**src/iplr_pkg.sv**
```systemverilog
package iplr_pkg;

    // ------------------------------------------------------------------
    // bus and register geometry
    // ------------------------------------------------------------------
    localparam int          ADDR_W   = 4;
    localparam int          DATA_W   = 16;
    localparam int          FIELD_W  = 2;
    localparam int          SLOTS    = DATA_W / FIELD_W;
    localparam int          LEVEL_W  = 2;

    localparam logic [ADDR_W-1:0] OFS_BANK_FOUR = 4'h4;
    localparam logic [ADDR_W-1:0] OFS_BANK_FIVE = 4'h5;
    localparam logic [ADDR_W-1:0] OFS_BANK_SIX  = 4'h6;

    localparam logic [DATA_W-1:0] BANK_RESET  = 16'h0000;
    localparam logic [DATA_W-1:0] RDATA_IDLE  = 16'h0000;
    // writable bits; everything else is reserved and reads zero
    localparam logic [DATA_W-1:0] MASK_FOUR   = 16'hfc3f;
    localparam logic [DATA_W-1:0] MASK_FIVE   = 16'hff3f;
    localparam logic [DATA_W-1:0] MASK_SIX    = 16'hffcf;

    // ------------------------------------------------------------------
    // field codes and decoded levels
    // ------------------------------------------------------------------
    localparam logic [FIELD_W-1:0] CODE_OFF = 2'h0;
    localparam logic [FIELD_W-1:0] CODE_L0  = 2'h1;
    localparam logic [FIELD_W-1:0] CODE_L1  = 2'h2;
    localparam logic [FIELD_W-1:0] CODE_L2  = 2'h3;
    localparam logic [LEVEL_W-1:0] LEVEL_0  = 2'h0;
    localparam logic [LEVEL_W-1:0] LEVEL_1  = 2'h1;
    localparam logic [LEVEL_W-1:0] LEVEL_2  = 2'h2;

    // ------------------------------------------------------------------
    // field slots: slot n covers bits 2n+1..2n
    // ------------------------------------------------------------------
    localparam int SLOT_SPI0_RX_FULL   = 7;
    localparam int SLOT_SPI1_TX_EMPTY  = 6;
    localparam int SLOT_SPI1_RX_FULL   = 5;
    localparam int SLOT_PORT_A         = 2;
    localparam int SLOT_PORT_B         = 1;
    localparam int SLOT_PORT_C         = 0;

    localparam int SLOT_DEC1_INDEX     = 7;
    localparam int SLOT_DEC1_HOME_WDOG = 6;
    localparam int SLOT_SER1_RX_FULL   = 5;
    localparam int SLOT_SER1_RX_ERROR  = 4;
    localparam int SLOT_SER1_TX_IDLE   = 2;
    localparam int SLOT_SER1_TX_EMPTY  = 1;
    localparam int SLOT_SPI0_TX_EMPTY  = 0;

    localparam int SLOT_TMR_C_CH0      = 7;
    localparam int SLOT_TMR_D_CH3      = 6;
    localparam int SLOT_TMR_D_CH2      = 5;
    localparam int SLOT_TMR_D_CH1      = 4;
    localparam int SLOT_TMR_D_CH0      = 3;
    localparam int SLOT_DEC0_INDEX     = 1;
    localparam int SLOT_DEC0_HOME_WDOG = 0;

    // ------------------------------------------------------------------
    // field decode
    // ------------------------------------------------------------------
    function automatic logic field_enable(input logic [FIELD_W-1:0] code);
        return (code != CODE_OFF);
    endfunction

    function automatic logic [LEVEL_W-1:0] field_level(input logic [FIELD_W-1:0] code);
        logic [LEVEL_W-1:0] lvl;
        unique case (code)
            CODE_L1: lvl = LEVEL_1;
            CODE_L2: lvl = LEVEL_2;
            // disabled reports level 0 with enable low
            default: lvl = LEVEL_0;
        endcase
        return lvl;
    endfunction

endpackage

```
**src/iplr_bank_reg.sv**
```systemverilog
`timescale 1ns/1ps
`default_nettype none
module iplr_bank_reg (
    input  wire logic                         i_clk,
    input  wire logic                         i_rst,
    input  wire logic                         i_wr,
    input  wire logic [iplr_pkg::DATA_W-1:0] i_wdata,
    input  wire logic [iplr_pkg::DATA_W-1:0] i_mask,
    output logic      [iplr_pkg::DATA_W-1:0] o_value
);
    import iplr_pkg::*;

    // reserved bits are never stored, so they read zero everywhere
    always_ff @(posedge i_clk) begin
        if (i_rst) begin
            o_value <= BANK_RESET;
        end else if (i_wr) begin
            o_value <= i_wdata & i_mask;
        end
    end
endmodule
`default_nettype wire

```
**src/iplr_bank_decode.sv**
```systemverilog
`timescale 1ns/1ps
`default_nettype none
module iplr_bank_decode (
    input  wire logic                                 i_clk,
    input  wire logic                                 i_rst,
    input  wire logic [iplr_pkg::DATA_W-1:0]          i_bank,
    output logic      [iplr_pkg::SLOTS-1:0]           o_en,
    output logic      [iplr_pkg::SLOTS*iplr_pkg::LEVEL_W-1:0] o_level
);
    import iplr_pkg::*;

    always_ff @(posedge i_clk) begin
        if (i_rst) begin
            o_en    <= '0;
            o_level <= '0;
        end else begin
            for (int k = 0; k < SLOTS; k++) begin
                o_en[k]                   <= field_enable(i_bank[k*FIELD_W +: FIELD_W]);
                o_level[k*LEVEL_W +: LEVEL_W] <= field_level(i_bank[k*FIELD_W +: FIELD_W]);
            end
        end
    end
endmodule
`default_nettype wire

```
**src/iplr_top.sv**
```systemverilog
// Overview of operation
// - field code 00 disables, 01 level 0, 10 level 1, 11 level 2
// - sources take only levels 0 to 2; every field resets to 00
// - reserved bits read zero and ignore writes
// - bank four: 13-12 spi1 transmit empty, 11-10 spi1 receive full
// - bank four: 9-6 reserved; 5-4, 3-2, 1-0 ports a, b, c
// - bank five: 15-14 decoder1 index, 13-12 decoder1 home or watchdog
// - bank five: 11-10 serial1 rx full, 9-8 rx error, 7-6 reserved
// - bank five: 5-4 serial1 tx idle, 3-2 tx empty, 1-0 spi0 tx empty
// - bank six: 15-14 timer c0, 13-6 timer d3..d0, 5-4 reserved
// - bank six: 3-2 decoder0 index, 1-0 decoder0 home or watchdog
// - each bank is sixteen bits, all cleared by reset
//
// Design decision made here: the plain strobed port.
`timescale 1ns/1ps
`default_nettype none
module iplr_top (
    input  wire logic                          i_clk,
    input  wire logic                          i_rst,
    input  wire logic [iplr_pkg::ADDR_W-1:0]  i_addr,
    input  wire logic [iplr_pkg::DATA_W-1:0]  i_wdata,
    input  wire logic                          i_wr,
    input  wire logic                          i_rd,
    output logic      [iplr_pkg::DATA_W-1:0]  o_rdata,
    output logic                               o_spi_ch0_rx_full_en,
    output logic      [iplr_pkg::LEVEL_W-1:0] o_spi_ch0_rx_full_level,
    output logic                               o_spi_ch1_tx_empty_en,
    output logic      [iplr_pkg::LEVEL_W-1:0] o_spi_ch1_tx_empty_level,
    output logic                               o_spi_ch1_rx_full_en,
    output logic      [iplr_pkg::LEVEL_W-1:0] o_spi_ch1_rx_full_level,
    output logic                               o_pin_port_a_en,
    output logic      [iplr_pkg::LEVEL_W-1:0] o_pin_port_a_level,
    output logic                               o_pin_port_b_en,
    output logic      [iplr_pkg::LEVEL_W-1:0] o_pin_port_b_level,
    output logic                               o_pin_port_c_en,
    output logic      [iplr_pkg::LEVEL_W-1:0] o_pin_port_c_level,
    output logic                               o_decoder1_index_en,
    output logic      [iplr_pkg::LEVEL_W-1:0] o_decoder1_index_level,
    output logic                               o_decoder1_home_wdog_en,
    output logic      [iplr_pkg::LEVEL_W-1:0] o_decoder1_home_wdog_level,
    output logic                               o_serial1_rx_full_en,
    output logic      [iplr_pkg::LEVEL_W-1:0] o_serial1_rx_full_level,
    output logic                               o_serial1_rx_error_en,
    output logic      [iplr_pkg::LEVEL_W-1:0] o_serial1_rx_error_level,
    output logic                               o_serial1_tx_idle_en,
    output logic      [iplr_pkg::LEVEL_W-1:0] o_serial1_tx_idle_level,
    output logic                               o_serial1_tx_empty_en,
    output logic      [iplr_pkg::LEVEL_W-1:0] o_serial1_tx_empty_level,
    output logic                               o_spi_ch0_tx_empty_en,
    output logic      [iplr_pkg::LEVEL_W-1:0] o_spi_ch0_tx_empty_level,
    output logic                               o_timer_c_ch0_en,
    output logic      [iplr_pkg::LEVEL_W-1:0] o_timer_c_ch0_level,
    output logic                               o_timer_d_ch3_en,
    output logic      [iplr_pkg::LEVEL_W-1:0] o_timer_d_ch3_level,
    output logic                               o_timer_d_ch2_en,
    output logic      [iplr_pkg::LEVEL_W-1:0] o_timer_d_ch2_level,
    output logic                               o_timer_d_ch1_en,
    output logic      [iplr_pkg::LEVEL_W-1:0] o_timer_d_ch1_level,
    output logic                               o_timer_d_ch0_en,
    output logic      [iplr_pkg::LEVEL_W-1:0] o_timer_d_ch0_level,
    output logic                               o_decoder0_index_en,
    output logic      [iplr_pkg::LEVEL_W-1:0] o_decoder0_index_level,
    output logic                               o_decoder0_home_wdog_en,
    output logic      [iplr_pkg::LEVEL_W-1:0] o_decoder0_home_wdog_level
);
    import iplr_pkg::*;

    // ------------------------------------------------------------------
    // address decode
    // ------------------------------------------------------------------
    logic                       wr_four;
    logic                       wr_five;
    logic                       wr_six;
    logic [DATA_W-1:0]          priority_bank_four;
    logic [DATA_W-1:0]          priority_bank_five;
    logic [DATA_W-1:0]          priority_bank_six;
    logic [SLOTS-1:0]           four_en;
    logic [SLOTS-1:0]           five_en;
    logic [SLOTS-1:0]           six_en;
    logic [SLOTS*LEVEL_W-1:0]   four_lvl;
    logic [SLOTS*LEVEL_W-1:0]   five_lvl;
    logic [SLOTS*LEVEL_W-1:0]   six_lvl;

    // unmapped writes fall through and change nothing
    assign wr_four = i_wr && (i_addr == OFS_BANK_FOUR);
    assign wr_five = i_wr && (i_addr == OFS_BANK_FIVE);
    assign wr_six  = i_wr && (i_addr == OFS_BANK_SIX);

    // ------------------------------------------------------------------
    // priority banks
    // ------------------------------------------------------------------
    // banks cleared at reset
    iplr_bank_reg u_bank_four (
        .i_clk   (i_clk),
        .i_rst   (i_rst),
        .i_wr    (wr_four),
        .i_wdata (i_wdata),
        .i_mask  (MASK_FOUR),
        .o_value (priority_bank_four)
    );

    iplr_bank_reg u_bank_five (
        .i_clk   (i_clk),
        .i_rst   (i_rst),
        .i_wr    (wr_five),
        .i_wdata (i_wdata),
        .i_mask  (MASK_FIVE),
        .o_value (priority_bank_five)
    );

    iplr_bank_reg u_bank_six (
        .i_clk   (i_clk),
        .i_rst   (i_rst),
        .i_wr    (wr_six),
        .i_wdata (i_wdata),
        .i_mask  (MASK_SIX),
        .o_value (priority_bank_six)
    );

    // ------------------------------------------------------------------
    // field decode toward arbitration
    // ------------------------------------------------------------------
    // code to level
    iplr_bank_decode u_dec_four (
        .i_clk   (i_clk),
        .i_rst   (i_rst),
        .i_bank  (priority_bank_four),
        .o_en    (four_en),
        .o_level (four_lvl)
    );

    iplr_bank_decode u_dec_five (
        .i_clk   (i_clk),
        .i_rst   (i_rst),
        .i_bank  (priority_bank_five),
        .o_en    (five_en),
        .o_level (five_lvl)
    );

    iplr_bank_decode u_dec_six (
        .i_clk   (i_clk),
        .i_rst   (i_rst),
        .i_bank  (priority_bank_six),
        .o_en    (six_en),
        .o_level (six_lvl)
    );

    // ------------------------------------------------------------------
    // register read port
    // ------------------------------------------------------------------
    // read data stand for exactly one cycle, zero otherwise
    always_ff @(posedge i_clk) begin
        if (i_rst) begin
            o_rdata <= RDATA_IDLE;
        end else if (i_rd) begin
            unique case (i_addr)
                OFS_BANK_FOUR: o_rdata <= priority_bank_four;
                OFS_BANK_FIVE: o_rdata <= priority_bank_five;
                OFS_BANK_SIX:  o_rdata <= priority_bank_six;
                default:       o_rdata <= RDATA_IDLE;
            endcase
        end else begin
            o_rdata <= RDATA_IDLE;
        end
    end

    // ------------------------------------------------------------------
    // per-source outputs, all from decoder flops
    // ------------------------------------------------------------------
    // bank four slots: spi0 rx full, spi1, ports a to c
    assign o_spi_ch0_rx_full_en       = four_en[SLOT_SPI0_RX_FULL];
    assign o_spi_ch0_rx_full_level    = four_lvl[SLOT_SPI0_RX_FULL*LEVEL_W +: LEVEL_W];
    assign o_spi_ch1_tx_empty_en      = four_en[SLOT_SPI1_TX_EMPTY];
    assign o_spi_ch1_tx_empty_level   = four_lvl[SLOT_SPI1_TX_EMPTY*LEVEL_W +: LEVEL_W];
    assign o_spi_ch1_rx_full_en       = four_en[SLOT_SPI1_RX_FULL];
    assign o_spi_ch1_rx_full_level    = four_lvl[SLOT_SPI1_RX_FULL*LEVEL_W +: LEVEL_W];
    assign o_pin_port_a_en            = four_en[SLOT_PORT_A];
    assign o_pin_port_a_level         = four_lvl[SLOT_PORT_A*LEVEL_W +: LEVEL_W];
    assign o_pin_port_b_en            = four_en[SLOT_PORT_B];
    assign o_pin_port_b_level         = four_lvl[SLOT_PORT_B*LEVEL_W +: LEVEL_W];
    assign o_pin_port_c_en            = four_en[SLOT_PORT_C];
    assign o_pin_port_c_level         = four_lvl[SLOT_PORT_C*LEVEL_W +: LEVEL_W];

    assign o_decoder1_index_en        = five_en[SLOT_DEC1_INDEX];
    assign o_decoder1_index_level     = five_lvl[SLOT_DEC1_INDEX*LEVEL_W +: LEVEL_W];
    assign o_decoder1_home_wdog_en    = five_en[SLOT_DEC1_HOME_WDOG];
    assign o_decoder1_home_wdog_level = five_lvl[SLOT_DEC1_HOME_WDOG*LEVEL_W +: LEVEL_W];
    assign o_serial1_rx_full_en       = five_en[SLOT_SER1_RX_FULL];
    assign o_serial1_rx_full_level    = five_lvl[SLOT_SER1_RX_FULL*LEVEL_W +: LEVEL_W];
    assign o_serial1_rx_error_en      = five_en[SLOT_SER1_RX_ERROR];
    assign o_serial1_rx_error_level   = five_lvl[SLOT_SER1_RX_ERROR*LEVEL_W +: LEVEL_W];
    assign o_serial1_tx_idle_en       = five_en[SLOT_SER1_TX_IDLE];
    assign o_serial1_tx_idle_level    = five_lvl[SLOT_SER1_TX_IDLE*LEVEL_W +: LEVEL_W];
    assign o_serial1_tx_empty_en      = five_en[SLOT_SER1_TX_EMPTY];
    assign o_serial1_tx_empty_level   = five_lvl[SLOT_SER1_TX_EMPTY*LEVEL_W +: LEVEL_W];
    assign o_spi_ch0_tx_empty_en      = five_en[SLOT_SPI0_TX_EMPTY];
    assign o_spi_ch0_tx_empty_level   = five_lvl[SLOT_SPI0_TX_EMPTY*LEVEL_W +: LEVEL_W];

    assign o_timer_c_ch0_en           = six_en[SLOT_TMR_C_CH0];
    assign o_timer_c_ch0_level        = six_lvl[SLOT_TMR_C_CH0*LEVEL_W +: LEVEL_W];
    assign o_timer_d_ch3_en           = six_en[SLOT_TMR_D_CH3];
    assign o_timer_d_ch3_level        = six_lvl[SLOT_TMR_D_CH3*LEVEL_W +: LEVEL_W];
    assign o_timer_d_ch2_en           = six_en[SLOT_TMR_D_CH2];
    assign o_timer_d_ch2_level        = six_lvl[SLOT_TMR_D_CH2*LEVEL_W +: LEVEL_W];
    assign o_timer_d_ch1_en           = six_en[SLOT_TMR_D_CH1];
    assign o_timer_d_ch1_level        = six_lvl[SLOT_TMR_D_CH1*LEVEL_W +: LEVEL_W];
    assign o_timer_d_ch0_en           = six_en[SLOT_TMR_D_CH0];
    assign o_timer_d_ch0_level        = six_lvl[SLOT_TMR_D_CH0*LEVEL_W +: LEVEL_W];
    assign o_decoder0_index_en        = six_en[SLOT_DEC0_INDEX];
    assign o_decoder0_index_level     = six_lvl[SLOT_DEC0_INDEX*LEVEL_W +: LEVEL_W];
    assign o_decoder0_home_wdog_en    = six_en[SLOT_DEC0_HOME_WDOG];
    assign o_decoder0_home_wdog_level = six_lvl[SLOT_DEC0_HOME_WDOG*LEVEL_W +: LEVEL_W];

endmodule
`default_nettype wire

```
**config.mk**
```make
export PLATFORM = sky130hd
export DESIGN_NAME = iplr_top
export DESIGN_NICKNAME = d
export VERILOG_FILES = /design/src/iplr_pkg.sv /design/src/iplr_bank_reg.sv /design/src/iplr_bank_decode.sv /design/src/iplr_top.sv
export SDC_FILE = /design/constraint.sdc
export NUM_CORES = 1
export LEC_CHECK = 0
export ABC_AREA = 1
export ABC_CLOCK_PERIOD_IN_PS = 1150
export BUFFER_PORTS_ARGS = -buffer_cell sky130_fd_sc_hd__buf_2
export CAP_MARGIN = 40
export CORE_MARGIN = 4
export CORE_UTILIZATION = 53
export DETAILED_ROUTE_END_ITERATION = 8
export GPL_TIMING_DRIVEN = 0
export PLACE_DENSITY = 0.79
export SLEW_MARGIN = 20
export SYNTH_ARGS = -nofsm -noshare
export SYNTH_HDL_FRONTEND = slang
export SYNTH_SLANG_ARGS = --single-unit
export TNS_END_PERCENT = 30
```
**constraint.sdc**
```tcl
create_clock -name i_clk -period 1.15 [get_ports i_clk]
set_input_delay 0.0575 -clock i_clk [delete_from_list [all_inputs] [get_ports i_clk]]
set_output_delay 0.0575 -clock i_clk [all_outputs]
set_load 0.1 [all_outputs]
```
==> qor.yml, run 1 <==
reg2regPathDepth: 2
gr-usage-met3_pct: 6.489
dr.pass1.iters: 6
setup_total_negative_slack_ps: -52.68
clock-root-buffer: "clkbuf_8"
overflow: 0
crit_path_end_kind: "primary output"
grt_pass1_wl_um: 19690
required_ps: 1090
fp.dieArea_um2: 9341
syn2layout_area_growth_pct: 51.61
p_total_mw: 9.943
max_freq_mhz: 855.1
slowest_stage: "dfxtp_1"
fin_crit_ps: 1169
finish.instance_area_um2: 6315
die_w_um: 96.65
arrival_ps: 1110
wl_per_cell_um: 17.60
h-tree-depth: 4
place_ws_ps: -142.9
crit_family: "flip-flops"
fill_cells: 427
crit_buf_inv: 1
post-dp-hpwl_um: 7545
synth_largest_type_area_fraction_pct: 55.75
initial_core_util_pct: 54.18
clock_latency_ps: 520
final_util_pct: 82.15
path_cells: "buf_6"
clk_pin_slew_ps: 60
grt_pass1_vias: 4030
violations: "negative setup slack"
dr.first_iter.drc_count: 565
syn_area_um2: 4165
r2r-end: "u_dec_four.o_level[1]"
cts_tree: "done"
numClockSinks: 116
antenna_found_initial: 1
leakage_nw: 2.992
fp-row-count: 32
whs_endpoint: "u_bank_four.o_value[3]"
ys_types: 20
cap_viol_max_count: 0
viasPerCell: 5.478
rsz0062_at_grt: "true"
synthesis.nets: 565
die_h_um: 96.65
dpl_cell_area_um2: 4783
synth.avg_cell_area_um2: 7.699
core_area_um2: 7687
ir_drop_mv: 1.107
crit_type: "flop to primary output"
setup.worst_path.start_class: "flop"
finClkSkew_ps: 7.302
worstHoldStart: "i_addr[3]"
postRouteAntennaNets: 0
final_max_slew_viol_count: 0
min_path_cells: 6
min_path_type: "input port to flop"
min_period_over_period_pct: 101.7
rr_startpoint: "u_bank_four.o_value[0]"
synth_cells: 541
layout-drive-gt1-share_pct: 24.20
hold_viol: 0
top_usage_layer: "met2"
slew_headroom_pct: 47.95
use_met2_pct: 46.39
critPathMaxStageDelay_ps: 350
setup_viol: 6
io_pins: 100
ys_seq_area_share_pct: 55.75
r2r_setup_slack_ps: 230
drt_wl_total_um: 13960
status: "complete, but fails checks"
portBuffers: 98
worst_pin_slew_ps: 780.8
gp_congestion: 0.9911
setup_ws_ps: -19.50
layout.nets: 701
drc: 0
power_density_nw_per_um2: 1575
grtUsageTotal_pct: 26.45
yosys_warnings: 0
worstPathMaxFanout: 1
ys_seq_elements: 116
ys_top_cells_by_area: "dfxtp_1 (56%), nand2_1 (9.7%), inv_1 (8.4%)"
cts_buffer_depth: 2
cts-buffers-inserted: 17
yosysTopAreaCell: "dfxtp_1"
met1_usage_pct: 29.77
vias: 4344
grt_max_degree: 17
[Yosys cell counts]
master and instances:
clkbuf_1 5, inv_2 3, clkinv_1 1, nor2_4 2
nand3_1 66, buf_4 4, o21ai_0 8, dfxtp_1 116
nand3b_1 4, buf_1 1, a21oi_1 16, nand3_2 1
nor2_2 3, nand2_4 2, nor3_1 26, buf_2 11
buf_6 2, nor2_1 69, nand2_1 108, inv_1 93
[area by class of cell]
type                            count  area, µm²  area share (%)
Antenna cell                        1      2.502         0.03963
Inverter                           97      364.1           5.766
Buffer                             23      130.1           2.061
Clock inverter                      9      102.6           1.625
Tap cell                          102      127.6           2.021
Timing Repair Buffer              117       1435           22.73
Clock buffer                       23      466.7           7.391
Multi-Input combinational cell    305       1349           21.36
Sequential cell                   116       2337           37.01
[registers in the layout (all words and copies together), names as in the netlist]
name and count:
o_rdata 16, u_bank_five.o_value 14, u_bank_six.o_value 14, u_dec_five.o_level 14, u_dec_six.o_level 14, u_bank_four.o_value 12, u_dec_four.o_level 12, u_dec_five.o_en 7
u_dec_six.o_en 7, u_dec_four.o_en 6
[power breakdown]
group / internal (mW) / total [mW] / leakage, nW / switching [mW]
registers: 4.08 / 4.13 / 0.943 / 0.0448
logic: 0.233 / 0.782 / 1.78 / 0.549
clock network: 3.23 / 5.03 / 0.274 / 1.80
total: 7.55 / 9.94 / 2.99 / 2.39
[cell families after synthesis]
group / synth area share, %
DFF: 55.75
buffers and inverters: 11.87
AOI/OAI and AO/OA: 2.884
and+or+nand+nor: 29.50
[worst max-delay path by stage]
| stage | from | end | slack (ps) | cells past startpoint |
|---|---|---|---|---|
| floorplan | u_dec_six.o_en[0] | o_decoder0_home_wdog_en | 180 | 0 |
| global placement | i_rst | o_rdata[3] | -110 | 6 |
| detailed placement | i_rst | o_rdata[0] | -140 | 6 |
| CTS | u_dec_six.o_level[9] | o_timer_d_ch1_level[1] | 0.8 | 1 |
| global route | u_dec_five.o_en[2] | o_serial1_tx_idle_en | -50 | 1 |
| finish | u_dec_five.o_en[2] | o_serial1_tx_idle_en | -20 | 1 |
[layout by cell type, fill, tap and decap left out]
cell type      Yosys  layout
clkbuf_8           0       4
nor2_2             3       3
buf_8              0       9
nand3_2            1       1
clkbuf_16          0      16
dfxtp_2            0      12
buf_4              4       4
nand2_4            2       2
nor2_1            69      69
buf_1              1       1
buf_6              2      41
dlygate4sd3_1      0      19
clkinv_2           0       4
nor3_1            26      26
nor2_4             2       2
inv_1             93      93
nand3_1           66      66
a21oi_1           16      16
bufinv_16          0       2
o21ai_0            8       8
diode_2            0       1
buf_12             0      28
nand2_1          108     108
buf_2             11      33
clkbuf_1           5       8
clkinvlp_4         0       3
dfxtp_1          116     104
clkinv_1           1       1
nand3b_1           4       4
inv_2              3       3
[layer usage]
metal	up-vias	wire [µm]
met5	-	0
met4	0	923
met2	346	6954
met3	120	1286
met1	1960	4796
li1	1918	-
[worst reg2reg max path, cell delays in order, from the launching register on]
cell and delay [ps]:
dfxtp_1 430, inv_1 120, nor3_1 270
[through the flow]
| stage | hold slack (ps) | cells |
|---|---|---|
| after detailed placement | 305.3 | 741 |
| after global placement | 303.7 | 741 |
| after global routing | 29.81 | 793 |
| final | 42.84 | 793 |
| after CTS | 4.465 | 792 |
| after floorplan | 192.4 | 541 |
[timing repair]
| action | 4_1_cts | 5_1_grt |
|---|---|---|
| hold buffers | 19 | 0 |
| resized for setup | 155 | 74 |
| setup buffers | 0 | 0 |
| gates cloned | 0 | 0 |
| hold endpoints to repair | 45 | 0 |
| endpoints found under the setup margin | 76 | 38 |
No activity file was read; power rests on OpenSTA's default activity.
==> inputs of run 2 (changes only) <==
Settings changed: PLACE_DENSITY 0.79 to 0.89.
==> run 2 against run 1 <==
Against the previous run: the flow still finishes with violations (negative setup slack); count of clock-buffer cells in the layout fell by 3; worst setup slack got worse by 41 ps; die area did not move; sequential share of layout area fell by 0.14 points; first-iteration DRC count rose by 52%; routed wire length rose by 16%; design area rose by 1.1%; maximum frequency fell by 3.4%; critical endpoint is now u_bank_six.o_value[2]; largest power group unchanged.
==> qor.yml, run 2 (synthesized netlist as in run 1, its figures left out) <==
fp.dieArea_um2: 9341  # unchanged
slowest_stage: "dlygate4sd3_1"  # was dfxtp_1
p_int_mw: 7.295  # was 7.550 mW
cts_buffer_depth: 2  # unchanged
fin_crit_ps: 1210  # was 1169 ps
largest_reg_flops: 16  # unchanged
overflow: 0  # unchanged
numClockSinks: 116  # unchanged
initial_core_util_pct: 54.18  # unchanged
dr.pass1.iters: 7  # was 6
post-cts-setup-buffers: 0  # unchanged
dp.cells: 741  # unchanged
vias: 4666  # was 4344
slew_headroom_pct: 50.66  # was 47.95%
drc: 0  # unchanged
die_w_um: 96.65  # unchanged
io_pins: 100  # unchanged
worstPathMaxFanout: 10  # was 1
place_ws_ps: -163.4  # was -142.9 ps
final_common_cell: "nand2_1"  # unchanged
p_sw_share_pct: 26.35  # was 24.07%
layout-drive-gt1-share_pct: 26.45  # was 24.20%
clk_pin_slew_ps: 60  # about the same
cap_viol_max_count: 0  # unchanged
dr.first_iter.drc_count: 856  # was 565
final_util_pct: 83.07  # was 82.15%
worstHoldStart: "i_rd"  # was i_addr[3]
grt_pass1_vias: 4488  # was 4030
core_area_um2: 7687  # unchanged
path_cells: "dlygate4sd3_1 > buf_2 > clkbuf_4 > buf_4 > nand3_1 > nand2_1 > nor2_1"  # was buf_6
fill_cells: 412  # was 427
largest-register: "o_rdata"  # unchanged
r2r_setup_slack_ps: 150  # was 230 ps
required_ps: 1570  # was 1090 ps
antennaDiodeCount: 0  # was 1
min_period_over_period_pct: 105.2  # was 101.7%
finClkSkew_ps: 13.06  # was 7.302 ps
grt_pass1_wl_um: 22870  # was 19690 µm
ir_drop_mv: 1.098  # was 1.107 mV
layout.nets: 700  # was 701
multi_input_area_um2: 1349  # unchanged
postRouteAntennaNets: 0  # unchanged
portBuffers: 98  # unchanged
worst_pin_slew_ps: 740.1  # was 780.8 ps
violations: "negative setup slack"  # unchanged
regArea_um2: 2355  # was 2337 µm²
cts_tree: "done"  # unchanged
fin_hold_ws_ps: 40.08  # was 42.84 ps
power_frac_comb_pct: 8.3  # was 7.9%
netSwitchingPower_mw: 2.611  # was 2.393 mW
stdcell_count: 790  # was 793
crit_start: "i_wr"  # was u_dec_five.o_en[2]
syn2layout_area_growth_pct: 53.32  # was 51.61%
setup_ws_ps: -60.06  # was -19.50 ps
post-dp-hpwl_um: 7747  # was 7545 µm
critPathMaxStageDelay_ps: 550  # was 350 ps
viasPerCell: 5.906  # was 5.478
fp-row-count: 32  # unchanged
crit_path_end_kind: "flop"  # was primary output
antenna_found_initial: 0  # was 1
crit_type: "input port to flop"  # was flop to primary output
wl_per_cell_um: 20.54  # was 17.60 µm
power_density_nw_per_um2: 1551  # was 1575 nW/µm²
rr_startpoint: "u_bank_four.o_value[14]"  # was u_bank_four.o_value[0]
setup_viol: 12  # was 6
drt_wl_total_um: 16230  # was 13960 µm
die_h_um: 96.65  # unchanged
min_path_type: "input port to flop"  # unchanged
clock-root-buffer: "clkbuf_8"  # unchanged
final_max_slew_viol_count: 0  # unchanged
p_clk_share_pct: 50.0  # was 50.6%
grtUsageTotal_pct: 31.03  # was 26.45%
arrival_ps: 1630  # was 1110 ps
rsz0062_at_grt: "true"  # unchanged
cts-buffers-inserted: 17  # unchanged
max_freq_mhz: 826.4  # was 855.1 MHz
clock_latency_ps: 530  # was 520 ps
power_frac_seq_pct: 41.7  # was 41.5%
setup.worst_path.start_class: "input port"  # was flop
gp_congestion: 0.9683  # was 0.9911
status: "complete, but fails checks"  # unchanged
leakage_nw: 2.996  # was 2.992 nW
h-tree-depth: 4  # unchanged
grt_max_degree: 17  # unchanged
hold_viol: 0  # unchanged
mostFrequentLayoutCells: "nand2_1 (108), inv_1 (93), dfxtp_1 (90), nor2_1 (69), nand3_1 (66)"  # was nand2_1 (108), dfxtp_1 (104), inv_1 (93), nor2_1 (69), nand3_1 (66)
run 2: stage by stage:
stage          setup TNS [ps]  area, µm²  power (mW)
2_1_floorplan               0       4165       4.647
3_3_place_gp            -1209       4783       4.809
3_5_place_dp            -1674       4783       4.823
4_1_cts                     0       6147       9.676
5_1_grt                -838.5       6386       10.08
6_report               -260.6       6386       9.906
run 2: path summary, 6_finish.rpt:
| kind | cells after the start | end |
|---|---|---|
| setup / recovery | 7 | u_bank_six.o_value[2] |
| hold / removal | 3 | o_rdata[8] |
| hold reg to reg | 1 | u_dec_six.o_level[6] |
| setup reg to reg | 4 | u_bank_four.o_value[14] |
run 2: routing by layer:
layer	share of wire [%]	global-route usage (%)	vias up	routed length [µm]
li1	-	-	1922	-
met1	32	32.52	2097	5152
met2	47	52.76	471	7626
met3	12	9.517	176	2007
met4	8.9	21.60	0	1440
met5	0	0	-	0
run 2: cell type report:
class                   count  share of cell area (%)
plain buffers              23                   2.116
clock buffers              20                   6.975
clock inverters            11                   1.626
inverters                  97                   5.701
multi-input cells         305                   21.12
flip-flops and latches    116                   36.87
well taps                 102                   1.998
repair buffers            116                   23.59
run 2: power groups by stage:
stage / Sequential [mW] / Clock, mW / Combinational, mW
global placement: 4.19 / 0 / 0.616
global route: 4.13 / 5.09 / 0.853
detailed placement: 4.19 / 0 / 0.629
CTS: 4.12 / 4.82 / 0.735
finish: 4.13 / 4.95 / 0.824
floorplan: 4.39 / 0 / 0.258
run 2: critical path, delay by kind of cell:
family / cells / cell delay (ps)
buffers and inverters: 4 / 1250
and+or+nand+nor: 3 / 310
run 2: repair_timing:
action,CTS,global route
endpoints found under the setup margin,76,55
gates resized for setup,194,69
hold buffers,19,0
endpoints found under the hold margin,45,0
